===== src/rtl/adsc_params.svh =====
`ifndef ADSC_PARAMS_SVH
`define ADSC_PARAMS_SVH

// Register indices (printed offsets); byte address is four times the index
`define ADSC_IDX_CTRL0        8'h1F
`define ADSC_IDX_RESULT       8'h1E
`define ADSC_IDX_PINCFG       8'h9F
`define ADSC_IDX_IRQ_STAT     8'hA0
`define ADSC_IDX_IRQ_MASK     8'hA1
`define ADSC_IDX_AUX          8'hA2

// Control register 0 field positions
`define ADSC_CS_HI            7
`define ADSC_CS_LO            6
`define ADSC_CH_HI            5
`define ADSC_CH_LO            3
`define ADSC_GO_BIT           2
`define ADSC_EN_BIT           0

// Reset values
`define ADSC_CTRL0_RST        8'h00
`define ADSC_PINCFG_RST       3'h0
`define ADSC_RESULT_RST       8'h00

// Bit period counts in oscillator periods
`define ADSC_TAD_SEL0         6'd2
`define ADSC_TAD_SEL1         6'd8
`define ADSC_TAD_SEL2         6'd32
// Bit periods per conversion and after an abort
`define ADSC_CONV_TADS        4'd9
`define ADSC_ABORT_TADS       4'd2
// Last valid channel code
`define ADSC_CH_MAX           3'h4
// Compare unit mode that fires the special event trigger
`define ADSC_CMP_TRIG_MODE    4'hB

`endif


===== src/rtl/adsc_pkg.sv =====
package adsc_pkg;
    typedef enum logic [1:0] {
        ADSC_CLK_OSC2  = 2'b00,
        ADSC_CLK_OSC8  = 2'b01,
        ADSC_CLK_OSC32 = 2'b10,
        ADSC_CLK_RC    = 2'b11
    } adsc_clk_sel_t;

    typedef enum logic [2:0] {
        ADSC_ST_OFF     = 3'b000,
        ADSC_ST_ACQ     = 3'b001,
        ADSC_ST_DELAY   = 3'b010,
        ADSC_ST_CONVERT = 3'b011,
        ADSC_ST_ABORT   = 3'b100
    } adsc_state_t;

    typedef struct packed {
        adsc_clk_sel_t clk_sel;
        logic [2:0]    channel;
        logic          go;
        logic          rsvd;
        logic          enable;
    } adsc_ctrl0_t;

    typedef struct packed {
        logic       sample;
        logic [2:0] channel;
        logic       vref_ext;
        logic       power;
    } adsc_front_t;
endpackage : adsc_pkg


===== src/rtl/adsc_bit_clock.sv =====
`timescale 1ns/1ps
`include "adsc_params.svh"

// Bit period tick generator: oscillator divider or resynchronised RC tick
module adsc_bit_clock
    import adsc_pkg::*;
(
    // Clock and reset
    input  wire logic          clk,
    input  wire logic          rst,
    // Control
    input  wire logic          run,
    input  adsc_clk_sel_t      sel,
    input  wire logic          rc_tick_in,
    // Tick
    output logic               tick
);
    logic [5:0] cnt_q;
    logic [5:0] period;
    logic       rc_s1_q;
    logic       rc_s2_q;
    logic       rc_s3_q;

    always_comb begin
        case (sel)
            ADSC_CLK_OSC2:  period = `ADSC_TAD_SEL0;
            ADSC_CLK_OSC8:  period = `ADSC_TAD_SEL1;
            ADSC_CLK_OSC32: period = `ADSC_TAD_SEL2;
            default:        period = `ADSC_TAD_SEL0;
        endcase
    end

    always_ff @(posedge clk) begin
        if (rst || !run) begin
            cnt_q <= 6'd0;
        end else if (cnt_q == period - 6'd1) begin
            cnt_q <= 6'd0;
        end else begin
            cnt_q <= cnt_q + 6'd1;
        end
    end

    // RC tick is asynchronous: two flops then an edge detect on the second
    always_ff @(posedge clk) begin
        if (rst) begin
            rc_s1_q <= 1'b0;
            rc_s2_q <= 1'b0;
            rc_s3_q <= 1'b0;
        end else begin
            rc_s1_q <= rc_tick_in;
            rc_s2_q <= rc_s1_q;
            rc_s3_q <= rc_s2_q;
        end
    end

    assign tick = run && ((sel == ADSC_CLK_RC) ? (rc_s2_q && !rc_s3_q)
                                               : (cnt_q == period - 6'd1));
endmodule : adsc_bit_clock


===== src/rtl/adsc_top.sv =====
// Register access over APB is this design's own decision.
`timescale 1ns/1ps
`include "adsc_params.svh"

module adsc_top
    import adsc_pkg::*;
#(
    parameter int INSTR_CYCLES = 4
)(
    // Clock and reset
    input  wire logic        CORE_CLK,
    input  wire logic        RST,
    // APB slave
    input  wire logic        PSEL,
    input  wire logic        PENABLE,
    input  wire logic        PWRITE,
    input  wire logic [11:0] PADDR,
    input  wire logic [31:0] PWDATA,
    output logic      [31:0] PRDATA,
    output logic             PREADY,
    output logic             PSLVERR,
    // Device and compare unit
    input  wire logic        SLEEP,
    input  wire logic        RC_TICK,
    input  wire logic [3:0]  CMP_MODE,
    input  wire logic        CMP_EVENT,
    // Analog front end
    input  wire logic        CMP_HIGH,
    output adsc_front_t      FRONT,
    output logic [7:0]       DAC_CODE,
    output logic [2:0]       PIN_CFG,
    // Interrupt
    output logic             IRQ
);
    localparam int IW = $clog2(INSTR_CYCLES + 1);

    adsc_ctrl0_t  ctrl_q;
    adsc_state_t  state_q;
    logic [7:0]   result_q;
    logic [2:0]   pincfg_q;
    logic [1:0]   stat_q;
    logic [1:0]   mask_q;
    logic [7:0]   sar_q;
    logic [3:0]   tads_q;
    logic [IW-1:0] wait_q;
    logic         tick;
    logic         wr;
    logic         rd;
    logic [9:0]   idx;
    logic         go_set;
    logic         go_clr;
    logic         done_ev;
    logic         abort_ev;
    logic         sleep_kill;
    logic         mapped;

    function automatic logic [7:0] rd_idx(input logic [9:0] i);
        return i[7:0];
    endfunction : rd_idx

    assign idx  = PADDR[11:2];
    assign wr   = PSEL && PENABLE && PWRITE;
    assign rd   = PSEL && !PENABLE && !PWRITE;
    assign mapped = (idx[9:8] == 2'b00) &&
        (rd_idx(idx) == `ADSC_IDX_CTRL0  || rd_idx(idx) == `ADSC_IDX_RESULT ||
         rd_idx(idx) == `ADSC_IDX_PINCFG || rd_idx(idx) == `ADSC_IDX_IRQ_STAT ||
         rd_idx(idx) == `ADSC_IDX_IRQ_MASK);
    wire ctrl_wr = wr && idx == {2'b00, `ADSC_IDX_CTRL0};
    wire busy    = state_q == ADSC_ST_DELAY || state_q == ADSC_ST_CONVERT;

    // Start by software or by the compare unit, only while enabled
    assign go_set = ctrl_q.enable && state_q == ADSC_ST_ACQ && !sleep_kill &&
        ((ctrl_wr && PWDATA[`ADSC_GO_BIT] && PWDATA[`ADSC_EN_BIT]
          && ctrl_q.enable) ||
         (CMP_EVENT && CMP_MODE == `ADSC_CMP_TRIG_MODE));
    assign go_clr   = ctrl_wr && !PWDATA[`ADSC_GO_BIT];
    assign abort_ev = busy && go_clr;
    assign sleep_kill = SLEEP && ctrl_q.clk_sel != ADSC_CLK_RC;
    assign done_ev  = state_q == ADSC_ST_CONVERT && tick &&
                      tads_q == `ADSC_CONV_TADS - 4'd1 &&
                      !abort_ev && !sleep_kill && ctrl_q.enable;

    adsc_bit_clock u_clk (
        .clk        (CORE_CLK),
        .rst        (RST),
        // Divider restarts on abort so the wait is two whole bit periods with an oscillator clock; the RC tick is not restarted
        .run        ((state_q == ADSC_ST_CONVERT && !abort_ev) ||
                     state_q == ADSC_ST_ABORT),
        .sel        (ctrl_q.clk_sel),
        .rc_tick_in (RC_TICK),
        .tick       (tick)
    );

    // Control register
    always_ff @(posedge CORE_CLK) begin
        if (RST) begin
            ctrl_q <= `ADSC_CTRL0_RST;
        end else begin
            if (ctrl_wr) begin
                ctrl_q.clk_sel <= adsc_clk_sel_t'(
                    PWDATA[`ADSC_CS_HI:`ADSC_CS_LO]);
                ctrl_q.channel <= PWDATA[`ADSC_CH_HI:`ADSC_CH_LO];
                ctrl_q.enable  <= PWDATA[`ADSC_EN_BIT];
            end
            // Set wins over clear; done and aborts clear
            if (go_set)
                ctrl_q.go <= 1'b1;
            else if (done_ev || sleep_kill || !ctrl_q.enable ||
                     (ctrl_wr && !PWDATA[`ADSC_EN_BIT]))
                ctrl_q.go <= 1'b0;
            else if (go_clr)
                ctrl_q.go <= 1'b0;
            ctrl_q.rsvd <= 1'b0;
        end
    end

    // Sequencer
    always_ff @(posedge CORE_CLK) begin
        if (RST) begin
            state_q <= ADSC_ST_OFF;
            tads_q  <= 4'd0;
            wait_q  <= '0;
            sar_q   <= 8'h00;
        end else if (!ctrl_q.enable || sleep_kill) begin
            state_q <= ADSC_ST_OFF;
        end else begin
            case (state_q)
                ADSC_ST_OFF: state_q <= ADSC_ST_ACQ;
                ADSC_ST_ACQ: if (go_set) begin
                    sar_q  <= 8'h80;
                    tads_q <= 4'd0;
                    wait_q <= '0;
                    state_q <= (ctrl_q.clk_sel == ADSC_CLK_RC) ?
                               ADSC_ST_DELAY : ADSC_ST_CONVERT;
                end
                ADSC_ST_DELAY: begin
                    wait_q <= wait_q + 1'b1;
                    if (abort_ev) begin
                        state_q <= ADSC_ST_ABORT;
                        tads_q  <= 4'd0;
                    end else if (wait_q == IW'(INSTR_CYCLES - 1))
                        state_q <= ADSC_ST_CONVERT;
                end
                ADSC_ST_CONVERT: begin
                    if (abort_ev) begin
                        state_q <= ADSC_ST_ABORT;
                        tads_q  <= 4'd0;
                    end else if (tick) begin
                        tads_q <= tads_q + 4'd1;
                        if (tads_q >= 4'd1 && tads_q <= 4'd8) begin
                            // One bit decided per bit period
                            sar_q <= trial(sar_q, tads_q, CMP_HIGH);
                        end
                        if (done_ev)
                            state_q <= ADSC_ST_ACQ;
                    end
                end
                ADSC_ST_ABORT: if (tick) begin
                    tads_q <= tads_q + 4'd1;
                    if (tads_q == `ADSC_ABORT_TADS - 4'd1)
                        state_q <= ADSC_ST_ACQ;
                end
                default: state_q <= ADSC_ST_OFF;
            endcase
        end
    end

    // Successive approximation step: bit under test is 8-n
    function automatic logic [7:0] trial(input logic [7:0] s,
                                         input logic [3:0] n,
                                         input logic       high);
        logic [7:0] r;
        logic [2:0] b;
        r = s;
        b = 3'(4'd8 - n);
        if (high)
            r[b] = 1'b0;
        if (b != 3'd0)
            r[b - 3'd1] = 1'b1;
        return r;
    endfunction : trial

    // Result, pin config, interrupt status and mask
    always_ff @(posedge CORE_CLK) begin
        if (RST) begin
            result_q <= `ADSC_RESULT_RST;
            pincfg_q <= `ADSC_PINCFG_RST;
            stat_q   <= 2'b00;
            mask_q   <= 2'b00;
        end else begin
            if (done_ev)
                result_q <= trial(sar_q, 4'd8, CMP_HIGH);
            else if (wr && idx == {2'b00, `ADSC_IDX_RESULT})
                result_q <= PWDATA[7:0];
            if (wr && idx == {2'b00, `ADSC_IDX_PINCFG})
                pincfg_q <= PWDATA[2:0];
            if (wr && idx == {2'b00, `ADSC_IDX_IRQ_MASK})
                mask_q <= PWDATA[1:0];
            stat_q[0] <= done_ev ||
                (stat_q[0] && !(wr && idx == {2'b00, `ADSC_IDX_IRQ_STAT}
                 && PWDATA[0]));
            stat_q[1] <= abort_ev ||
                (stat_q[1] && !(wr && idx == {2'b00, `ADSC_IDX_IRQ_STAT}
                 && PWDATA[1]));
        end
    end

    // Front end drive and APB answer
    always_ff @(posedge CORE_CLK) begin
        if (RST) begin
            FRONT    <= '0;
            DAC_CODE <= 8'h00;
            PIN_CFG  <= `ADSC_PINCFG_RST;
            IRQ      <= 1'b0;
            PRDATA   <= 32'h0000_0000;
            PREADY   <= 1'b0;
            PSLVERR  <= 1'b0;
        end else begin
            FRONT.power    <= ctrl_q.enable && !sleep_kill;
            FRONT.channel  <= (ctrl_q.channel > `ADSC_CH_MAX) ?
                              3'h0 : ctrl_q.channel;
            FRONT.sample   <= state_q == ADSC_ST_ACQ;
            FRONT.vref_ext <= pincfg_q[0];
            DAC_CODE       <= sar_q;
            PIN_CFG        <= pincfg_q;
            IRQ            <= |(stat_q & mask_q);
            PREADY         <= PSEL && !PENABLE;
            PSLVERR        <= PSEL && !PENABLE && !mapped;
            if (rd) begin
                case (idx)
                    {2'b00, `ADSC_IDX_CTRL0}:
                        PRDATA <= {24'h0, ctrl_q};
                    {2'b00, `ADSC_IDX_RESULT}:
                        PRDATA <= {24'h0, result_q};
                    {2'b00, `ADSC_IDX_PINCFG}:
                        PRDATA <= {29'h0, pincfg_q};
                    {2'b00, `ADSC_IDX_IRQ_STAT}:
                        PRDATA <= {30'h0, stat_q};
                    {2'b00, `ADSC_IDX_IRQ_MASK}:
                        PRDATA <= {30'h0, mask_q};
                    default: PRDATA <= 32'h0000_0000;
                endcase
            end
        end
    end

    // Checks
    logic [3:0] conv_ticks;
    always_ff @(posedge CORE_CLK) begin
        if (RST || state_q != ADSC_ST_CONVERT)
            conv_ticks <= 4'd0;
        else if (tick)
            conv_ticks <= conv_ticks + 4'd1;
    end

    go_clears_a: assert property (
        @(posedge CORE_CLK) disable iff (RST)
        done_ev |=> !ctrl_q.go)
        else $error("status bit not cleared after result");
    nine_tads_a: assert property (
        @(posedge CORE_CLK) disable iff (RST)
        done_ev |-> conv_ticks == 4'd8)
        else $error("conversion length not nine bit periods");
    abort_keeps_a: assert property (
        @(posedge CORE_CLK) disable iff (RST)
        abort_ev |=> $stable(result_q) && state_q == ADSC_ST_ABORT)
        else $error("abort changed result");
    off_when_dis_a: assert property (
        @(posedge CORE_CLK) disable iff (RST)
        !ctrl_q.enable |=> !FRONT.power)
        else $error("front end powered while disabled");
    sleep_kill_a: assert property (
        @(posedge CORE_CLK) disable iff (RST)
        sleep_kill && ctrl_q.enable |=> state_q == ADSC_ST_OFF
        && ctrl_q.enable)
        else $error("sleep did not abort non-RC conversion");
    rc_delay_a: assert property (
        @(posedge CORE_CLK) disable iff (RST)
        state_q == ADSC_ST_ACQ && go_set && ctrl_q.clk_sel == ADSC_CLK_RC
        |=> state_q == ADSC_ST_DELAY)
        else $error("RC start skipped the delay");
    trig_dis_a: assert property (
        @(posedge CORE_CLK) disable iff (RST)
        !ctrl_q.enable |-> !go_set)
        else $error("trigger started while disabled");
    chan_range_a: assert property (
        @(posedge CORE_CLK) disable iff (RST)
        ##1 FRONT.channel <= `ADSC_CH_MAX)
        else $error("channel out of range");
    reset_off_a: assert property (
        @(posedge CORE_CLK)
        RST |=> state_q == ADSC_ST_OFF && ctrl_q == 8'h00)
        else $error("reset did not power down");
    done_status_a: assert property (
        @(posedge CORE_CLK) disable iff (RST)
        done_ev |=> stat_q[0])
        else $error("done event did not set status");
    result_load_a: assert property (
        @(posedge CORE_CLK) disable iff (RST)
        done_ev |=> result_q == sar_q)
        else $error("result differs from final trial code");
    abort_len_a: assert property (
        @(posedge CORE_CLK) disable iff (RST)
        state_q == ADSC_ST_ABORT |-> tads_q <= 4'd1)
        else $error("abort wait longer than two bit periods");
    rc_sleep_a: assert property (
        @(posedge CORE_CLK) disable iff (RST)
        state_q == ADSC_ST_CONVERT && SLEEP && ctrl_q.clk_sel == ADSC_CLK_RC
        && ctrl_q.enable && !abort_ev && !done_ev
        |=> state_q == ADSC_ST_CONVERT)
        else $error("sleep stopped an RC conversion");
    trig_start_a: assert property (
        @(posedge CORE_CLK) disable iff (RST)
        CMP_EVENT && CMP_MODE == `ADSC_CMP_TRIG_MODE && ctrl_q.enable
        && state_q == ADSC_ST_ACQ && !sleep_kill |=> ctrl_q.go)
        else $error("trigger did not start a conversion");
    ready_one_a: assert property (
        @(posedge CORE_CLK) disable iff (RST)
        PREADY |=> !PREADY)
        else $error("ready stood for more than one cycle");

    // Main scenarios
    conv_done_c: cover property (@(posedge CORE_CLK) disable iff (RST)
        done_ev);
    abort_c: cover property (@(posedge CORE_CLK) disable iff (RST)
        abort_ev);
    trig_c: cover property (@(posedge CORE_CLK) disable iff (RST)
        CMP_EVENT && go_set);
    rc_sleep_c: cover property (@(posedge CORE_CLK) disable iff (RST)
        state_q == ADSC_ST_CONVERT && SLEEP);
    sleep_kill_c: cover property (@(posedge CORE_CLK) disable iff (RST)
        sleep_kill && busy);
endmodule : adsc_top


===== config.mk =====
export PLATFORM = sky130hd
export DESIGN_NAME = adsc_top
export DESIGN_NICKNAME = d
export VERILOG_FILES = /design/src/rtl/adsc_pkg.sv /design/src/rtl/adsc_bit_clock.sv /design/src/rtl/adsc_top.sv
export VERILOG_INCLUDE_DIRS = /design/src /design/src/rtl
export SDC_FILE = /design/constraint.sdc
export NUM_CORES = 1
export LEC_CHECK = 0
export BUFFER_PORTS_ARGS = -buffer_cell sky130_fd_sc_hd__buf_2
export CAP_MARGIN = 5
export CORE_MARGIN = 2
export CORE_UTILIZATION = 58
export CTS_BUF_LIST = sky130_fd_sc_hd__clkbuf_8
export DETAILED_ROUTE_END_ITERATION = 10
export GPL_ROUTABILITY_DRIVEN = 0
export HOLD_SLACK_MARGIN = 0.08
export PLACE_DENSITY = 0.87
export REMOVE_ABC_BUFFERS = 1
export SLEW_MARGIN = 20
export SYNTH_ARGS = -nofsm -noshare
export SYNTH_HDL_FRONTEND = slang
export SYNTH_SLANG_ARGS = --single-unit

===== constraint.sdc =====
create_clock -name CORE_CLK -period 5.2 [get_ports CORE_CLK]
set_input_delay 0.26 -clock CORE_CLK [delete_from_list [all_inputs] [get_ports CORE_CLK]]
set_output_delay 0.26 -clock CORE_CLK [all_outputs]
set_load 0.02 [all_outputs]

==> results of run 1 <==
[path summary, 6_finish.rpt]
| kind | slack (ns) | to | from | cells past startpoint |
|---|---|---|---|---|
| worst max-delay path | 2.48 | sar_q[2] | tads_q[0] | 8 |
| worst min register to register | 0.44 | u_clk.rc_s2_q | u_clk.rc_s1_q | 1 |
| worst max register to register | 2.48 | sar_q[2] | tads_q[0] | 8 |
| worst min-delay path | 0.11 | u_clk.rc_s1_q | RC_TICK | 2 |
[flip-flops by register name, summed over array words and instances (netlist names), 2 cells and up]
register     cells
u_clk.cnt_q      6
result_q         8
mask_q           2
state_q          3
wait_q           3
DAC_CODE         8
PRDATA           8
sar_q            8
tads_q           4
stat_q           2
PIN_CFG          3
pincfg_q         3
FRONT            5
ctrl_q           7
[placed cells by master (no fill, tap or decap), types with 6 or more instances in the layout]
cell	netlist	final
mux2_2	13	13
mux2i_1	22	22
nor2_1	53	53
nor3_1	7	7
nand2_1	34	34
ha_1	10	10
o21ai_0	12	12
nor2b_1	16	16
nor3b_1	6	6
buf_2	4	58
conb_1	1	24
dfxtp_1	76	76
inv_1	16	17
clkbuf_8	0	10
a21oi_1	25	25
nand3_1	20	20
nand2b_1	8	8
a211oi_1	7	7
[metal layers]
layer	vias up	wire, µm
met5	-	0
li1	1649	-
met1	1608	3660
met2	160	4160
met3	27	604
met4	0	265
[per-stage QoR]
stage	cell area, µm²	setup slack, ns	util, %	instances	total power, mW
floorplan	3760	2.90	-	431	0.628
global placement	4150	2.51	62.2	570	0.657
detailed placement	4150	2.43	62.2	570	0.658
global route	4380	2.34	65.5	586	1.19
finish	4380	2.48	65.5	586	1.15
CTS	4380	2.48	65.5	586	1.16
[power by group]
| part | internal, mW | total (mW) | switching (mW) |
|---|---|---|---|
| Clock | 0.283 | 0.503 | 0.220 |
| Combinational | 0.0164 | 0.0604 | 0.0440 |
| Sequential | 0.584 | 0.585 | 0.000893 |
[worst max-delay path, cell delays in order, from the launching register on]
cell	delay, ns
dfxtp_1	0.41
inv_1	0.23
ha_1	0.29
nor2b_1	0.25
mux2i_1	0.19
and3_1	0.38
o211a_1	0.27
o2111ai_2	0.17
a2111oi_0	0.42
[cell type report]
type / instances / share of cell area [%]
repair buffers: 59 / 6.80
multi-input cells: 337 / 49.5
flip-flops and latches: 76 / 34.7
inverters: 18 / 1.54
clock buffers: 10 / 3.14
clock inverters: 6 / 2.00
well taps: 80 / 2.29
[kinds of logic (layout without fill, tap and decap cells)]
kind of cell	Yosys count	count (layout)
flops	76	76
xor+xnor	6	6
fa+ha+maj	10	10
compound gates	89	89
mux	35	35
simple gates	173	173
buf+inv	61	93
other cells	1	24
[synthesized netlist by cell type, types with 3 or more instances]
cell	count	area [µm²]
and3_1	3	18.8
ha_1	10	125
nor3b_1	6	45.0
a31oi_1	5	31.3
xnor2_1	3	26.3
buf_2	4	20.0
a32o_1	5	50.1
nand3_1	20	100
nand2b_1	8	50.1
o21ai_0	12	60.1
xor2_1	3	26.3
a21oi_1	25	125
a21o_1	3	22.5
o221a_2	3	33.8
inv_1	16	60.1
clkbuf_1	8	30.0
dfxtp_1	76	1520
mux2i_1	22	220
o211ai_1	5	37.5
nor2b_1	16	100
nor3_1	7	35.0
mux2_2	13	146
buf_4	27	203
buf_1	4	15.0
nand2_1	34	128
nand4_1	5	31.3
nor2_1	53	199
a211oi_1	7	52.6
==> results.rst, run 1 <==
.. list-table::
   :header-rows: 1

   * - Metric
     - Value
   * - Run status
     - finished clean
   * - Leakage power summed over all cells
     - between 1.5 and 2 nW
   * - Via count of the first global-routing pass
     - roughly 3,000
   * - Antenna fix cells
     - 0
   * - Number of warnings printed during yosys synthesis
     - 0
   * - Chip width
     - 86.4 µm
   * - Fmax
     - around 370 MHz
   * - Hold Path Class
     - primary input to flop
   * - Areal power density over the cells
     - around 260 mW/mm²
   * - Final worst-path cycle share
     - 52.3%
   * - Average vias per placed instance
     - 5.88
   * - Remaining antenna violation count
     - 0
   * - Initial antenna violation count
     - 0
   * - Wire length of the first global-routing pass
     - 14.1 mm
   * - CTS clock-pin slew for the worst setup and hold paths
     - 0.07 ns
   * - Cell count after synthesis
     - 451
   * - CTS tree
     - built
   * - Count of TritonRoute iterations in the first routing pass
     - 6
   * - Unrepaired setup endpoints after global routing
     - false
   * - Detailed-route wire length per cell
     - 14.8 µm
   * - Max-cap violations
     - 0
   * - Post-synthesis simple-gate area fraction
     - approximately 23%
   * - Detailed Place HPWL
     - 6.15 mm
   * - Register bit total from synthesis
     - 76
   * - Worst endpoint required time
     - 5.44 ns
   * - Crit end category
     - flop
   * - Final critical-path required period
     - 2.72 ns
   * - # H-tree levels
     - 3
   * - Remaining global-route overflow
     - 0
   * - Mux cell area share after synthesis
     - 9.31%
   * - Count of buffers inserted at the top-level ports
     - 58
   * - Average cell area after synthesis
     - 8.73 µm²
   * - Area of the die
     - 0.00746 mm²
   * - Violation count after the first detailed-route iteration
     - about 370
   * - Root buffer cell
     - clkbuf_8
   * - GRT busiest layer
     - met2
   * - Via count
     - 3,444
   * - Synth-to-Final Area Change
     - 11.2%
   * - Post-cts gate resize count
     - 0
   * - Setup tns final
     - 0 ns
   * - Share of the synthesized area in compound gates (AO/OA/AOI/OAI)
     - 16.4%
   * - Leading register cell type out of synthesis
     - dfxtp_1
   * - Global-route met1 utilization
     - 30.6%
   * - Worst hold slack after final layout
     - 0.114 ns
   * - Row Count
     - 30
   * - Insertion delay of the later-clocked pin in the worst-skew pair
     - 0.36 ns
   * - Arr. time, crit path
     - around 3.0 ns
   * - Final count of hold timing violations
     - 0
   * - Final clock skew
     - 0.0112 ns
   * - Total track usage
     - 23.9%
   * - Hold-fix buffers at CTS
     - 0
   * - Setup violations, final
     - 0
   * - Met2 global-route usage
     - 37.9%
   * - Synthesized-area fraction occupied by adder cells
     - between 3 and 4%
   * - Cell area after synthesis
     - 0.00394 mm²
   * - Number of top-level pins
     - 109
   * - Initial core utilization
     - 58.9%
   * - Total wirelength of the detailed-routed design
     - about 8.7 mm
   * - Clock sink count
     - 76
   * - Classification of the worst setup path
     - flop to flop
   * - Met3 track utilization from global routing
     - between 5 and 6%
   * - Maximum count of clock buffers along a single path
     - 2
   * - Layout cell share with drive strength beyond 1
     - 20.8%
   * - Count of different cell masters after synthesis
     - 65
   * - Main combinational cell family by area after synthesis
     - simple AND/OR/NAND/NOR gates
   * - Area taken by flip-flops and latches
     - 0.00152 mm²
   * - Fraction of registers with async set/reset
     - 0%
   * - Final Net Count
     - around 570
   * - Number of fill cells in the layout
     - 540
   * - Largest driver fanout on the critical path
     - 10
   * - Max-slew violations
     - 0
   * - Pin slew with the least headroom to its limit
     - 0.740 ns
   * - Number of flops mapped to enable cells by yosys
     - 0
   * - Num CTS Buffers
     - 9
   * - Share of synthesized area occupied by flip-flops and latches
     - 38.6%
   * - Detailed-route DRC error count
     - 0
   * - Height of the die
     - 86.4 µm
   * - Area share of xor/xnor cells in the synthesized design
     - 1.33%
   * - Worst-case vdd ir drop
     - roughly 0.12 mV
   * - Worst Setup Start Kind
     - flop
   * - Worst relative slew slack
     - between 50% and 60%
   * - Floorplan Core Area
     - 0.00668 mm²
   * - Postcts setup bufs
     - 0
   * - Total area of multi-input combinational cells
     - 0.00217 mm²
   * - Pin count of the biggest net entering global routing
     - 63
(Power assumes the default switching activity.)
==> inputs of run 2 (changes only) <==
Settings changed: ABC_AREA set to 1, CORE_UTILIZATION 58 to 54, PLACE_DENSITY 0.87 to 0.82.
Clock period 5.2 ns to 2.7 ns, I/O delays scaled along.
==> run 2 against run 1 <==
  * Combinational power rose by 90%
  * Synthesized cell count rose by 23%
  * Critical path depth rose by 3
  * Flip-flop and latch count did not move
  * Register-to-register slack got worse by 1.9 ns
  * Sequential share of layout area fell by 0.79 points
  * Cell count rose by 23%
  * First-iteration DRC count fell by 47%
==> results.rst, run 2 <==
.. list-table::
   :header-rows: 1

   * - Metric
     - Value
   * - Wire length of the first global-routing pass
     - 14.7 mm (+3.9%)
   * - Number of fill cells in the layout
     - 648 (+20%)
   * - Non-filler instance count after layout
     - 719 (+23%)
   * - Setup violations, final
     - 0 (unchanged)
   * - # H-tree levels
     - 3 (unchanged)
   * - Number of warnings printed during yosys synthesis
     - 0 (unchanged)
   * - Mux cell area share after synthesis
     - 0% (-9.3 points)
   * - Main combinational cell family by area after synthesis
     - simple AND/OR/NAND/NOR gates
   * - Area share of xor/xnor cells in the synthesized design
     - 0.659% (-0.68 points)
   * - Via count
     - 3,652 (+6.0%)
   * - Total wirelength of the detailed-routed design
     - 8.62 mm (-0.78%)
   * - Areal power density over the cells
     - 471 mW/mm² (+80%)
   * - Maximum count of clock buffers along a single path
     - 2 (unchanged)
   * - Most instantiated cells after synthesis
     - nand2_1, dfxtp_1, inv_1, nor2_1, a21oi_1
   * - Most common library cell in the layout ignoring fill and taps
     - nand2_1
   * - Remaining antenna violation count
     - 0 (unchanged)
   * - Pin count of the biggest net entering global routing
     - 37 (-41%)
   * - Setup tns final
     - 0 ns (unchanged)
   * - Chip width
     - 90.0 µm (+4.1%)
   * - Detailed-route wire length per cell
     - 12.0 µm (-19%)
   * - Final Net Count
     - 682 (+20%)
   * - Total instance count after detailed placement
     - 699 (+23%)
   * - Floorplan Core Area
     - 0.00721 mm² (+8.0%)
   * - Hold-fix buffers at CTS
     - 4 (+4)
   * - CTS tree
     - built
   * - Leading register cell type out of synthesis
     - dfxtp_1
   * - Highest-count cells in the layout ignoring fill and taps
     - nand2_1, inv_1, dfxtp_1, nor2_1, buf_2
   * - Worst-case vdd ir drop
     - 0.274 mV (+130%)
   * - Final clock skew
     - 0.0102 ns (-0.000942 ns)
   * - Placement Setup Slack
     - 0.600 ns (-1.83 ns)
   * - Run status
     - finished clean
   * - Pin slew with the least headroom to its limit
     - 0.701 ns (-0.0388 ns)
   * - Fmax
     - 463 MHz (+26%)
   * - Root buffer cell
     - clkbuf_8
   * - Post-synthesis simple-gate area fraction
     - 27.8% (+5.2 points)
   * - Row Count
     - 31 (+3.3%)
   * - Top area cells in the synthesized netlist
     - dfxtp_1, nand2_1, inv_1
   * - Postcts setup bufs
     - 0 (unchanged)
   * - Worst endpoint required time
     - 2.99 ns (-2.45 ns)
   * - Register bit total from synthesis
     - 76 (unchanged)
   * - Unrepaired setup endpoints after global routing
     - false
   * - Via count of the first global-routing pass
     - 3,400 (+10%)
   * - Classification of the worst setup path
     - flop to flop
   * - Hold Path Class
     - primary input to flop
   * - Final worst-path cycle share
     - 80.0% (+28 points)
   * - Post-cts gate resize count
     - 0 (unchanged)
   * - Synth-to-Final Area Change
     - 12.3%
   * - Clock sink count
     - 76 (unchanged)
   * - Total track usage
     - 21.9% (-2.0 points)
   * - Violation count after the first detailed-route iteration
     - 196 (-47%)
   * - Count of TritonRoute iterations in the first routing pass
     - 5 (-1)
   * - Layout cell share with drive strength beyond 1
     - 18.4% (-2.4 points)
   * - Share of synthesized area occupied by flip-flops and latches
     - 38.1% (-0.51 points)
   * - Post-synth top area cell
     - dfxtp_1
   * - Initial antenna violation count
     - 0 (unchanged)
   * - Average cell area after synthesis
     - 7.19 µm² (-18%)
   * - Cell area after synthesis
     - 0.00399 mm² (+1.3%)
   * - Max-cap violations
     - 0 (unchanged)
   * - Count of buffers inserted at the top-level ports
     - 58 (unchanged)
   * - Final critical-path required period
     - 2.16 ns (-0.559 ns)
   * - Share of the synthesized area in compound gates (AO/OA/AOI/OAI)
     - 16.1% (-0.31 points)
   * - Final count of hold timing violations
     - 0 (unchanged)
   * - Worst relative slew slack
     - 53.2% (+3.0 points)
   * - Cell count after synthesis
     - 555 (+23%)
   * - Worst hold slack after final layout
     - 0.0874 ns (-0.0261 ns)
   * - Insertion delay of the later-clocked pin in the worst-skew pair
     - 0.35 ns (about the same)
   * - Average vias per placed instance
     - 5.08 (-14%)
   * - Leakage power summed over all cells
     - 2.03 nW (+4.1%)
   * - Number of top-level pins
     - 109 (unchanged)
   * - Setup ws final
     - 0.539 ns (-1.94 ns)
   * - Detailed Place HPWL
     - 6.33 mm (+3.1%)
   * - Antenna fix cells
     - 0 (unchanged)
   * - Remaining global-route overflow
     - 0 (unchanged)
   * - CTS clock-pin slew for the worst setup and hold paths
     - 0.08 ns (about the same)
   * - Area of the die
     - 0.00809 mm² (+8.4%)
   * - Most common cell in the synthesized netlist
     - nand2_1
   * - Initial core utilization
     - 55.3% (-3.6 points)
   * - Synthesized-area fraction occupied by adder cells
     - 3.14% (-0.042 points)
   * - Height of the die
     - 90.0 µm (+4.1%)
   * - Arr. time, crit path
     - 2.45 ns (-0.51 ns)
   * - Fraction of synthesized cell area taken by the top area cell type
     - 38.1% (-0.51 points)
   * - Worst Setup Start Kind
     - flop
   * - Max-slew violations
     - 0 (unchanged)
   * - Detailed-route DRC error count
     - 0 (unchanged)
   * - Count of different cell masters after synthesis
     - 46 (-29%)
   * - Fraction of registers with async set/reset
     - 0% (unchanged)
   * - Crit end category
     - flop
   * - Num CTS Buffers
     - 9 (unchanged)
   * - Largest driver fanout on the critical path
     - 15 (+5)
   * - Number of flops mapped to enable cells by yosys
     - 0 (unchanged)
run 2: cell count changes after synthesis, moves of 11 or more:
cell,previous run,this run
nand2_1,34,111
inv_1,16,74
mux2i_1,22,0
nor2b_1,16,0
a21oi_1,25,38
mux2_2,13,0
nor2_1,53,64
run 2: worst paths after layout:
kind | to | depth (start not counted) | from | slack (ns)
min | ctrl_q[6] | 3 | PWDATA[6] | 0.09
max reg2reg | sar_q[7] | 11 | tads_q[0] | 0.54
min reg2reg | u_clk.rc_s2_q | 2 | u_clk.rc_s1_q | 0.42
max | sar_q[7] | 11 | tads_q[0] | 0.54
run 2: final cells by class:
cell class,count,area (µm²),area share (%)
multi-input cells,382,1990,44.4
flip-flops and latches,76,1520,34.0
repair buffers,63,338,7.54
inverters,83,312,6.95
clock buffers,10,138,3.07
well taps,99,124,2.76
clock inverters,6,57.6,1.28
run 2: worst max-delay path, stage by stage (launching register included):
cell and delay [ns]:
dfxtp_1 0.55, inv_1 0.22, ha_1 0.27, nand2_1 0.09
o21ai_0 0.08, nand3_1 0.07, nand2_1 0.05, a21oi_1 0.21
nand3_4 0.25, nand2_1 0.14, nand2_1 0.06, nor2_1 0.10
run 2: metrics by stage:
step	power (mW)	cell area, µm²	util, %
2_1_floorplan	1.21	3820	-
3_3_place_gp	1.26	4250	58.8
3_5_place_dp	1.26	4250	58.8
4_1_cts	2.11	4480	62.1
5_1_grt	2.17	4480	62.1
6_report	2.11	4480	62.1
run 2: logic make-up (layout without fill, tap and decap cells):
| kind of cell | count (synthesis) | after routing |
|---|---|---|
| other | 1 | 24 |
| buffers and inverters | 120 | 162 |
| adder cells (fa/ha/maj) | 10 | 10 |
| XOR/XNOR | 3 | 3 |
| flip-flops | 76 | 76 |
| AND/OR/NAND/NOR | 241 | 241 |
| AO/OA/AOI/OAI | 104 | 104 |
run 2: metal layers:
metal,vias up,global-route usage [%],wire length [µm]
li1,1863,-,-
met1,1631,25.6,3680
met2,139,38.7,4190
met3,19,5.36,556
met4,0,8.46,193
met5,-,0,0
run 2: where the power goes:
part | switching, mW | internal [mW] | total (mW)
logic | 0.0838 | 0.0311 | 0.115
registers | 0.00110 | 1.12 | 1.12
clock network | 0.425 | 0.444 | 0.869
total | 0.510 | 1.60 | 2.11
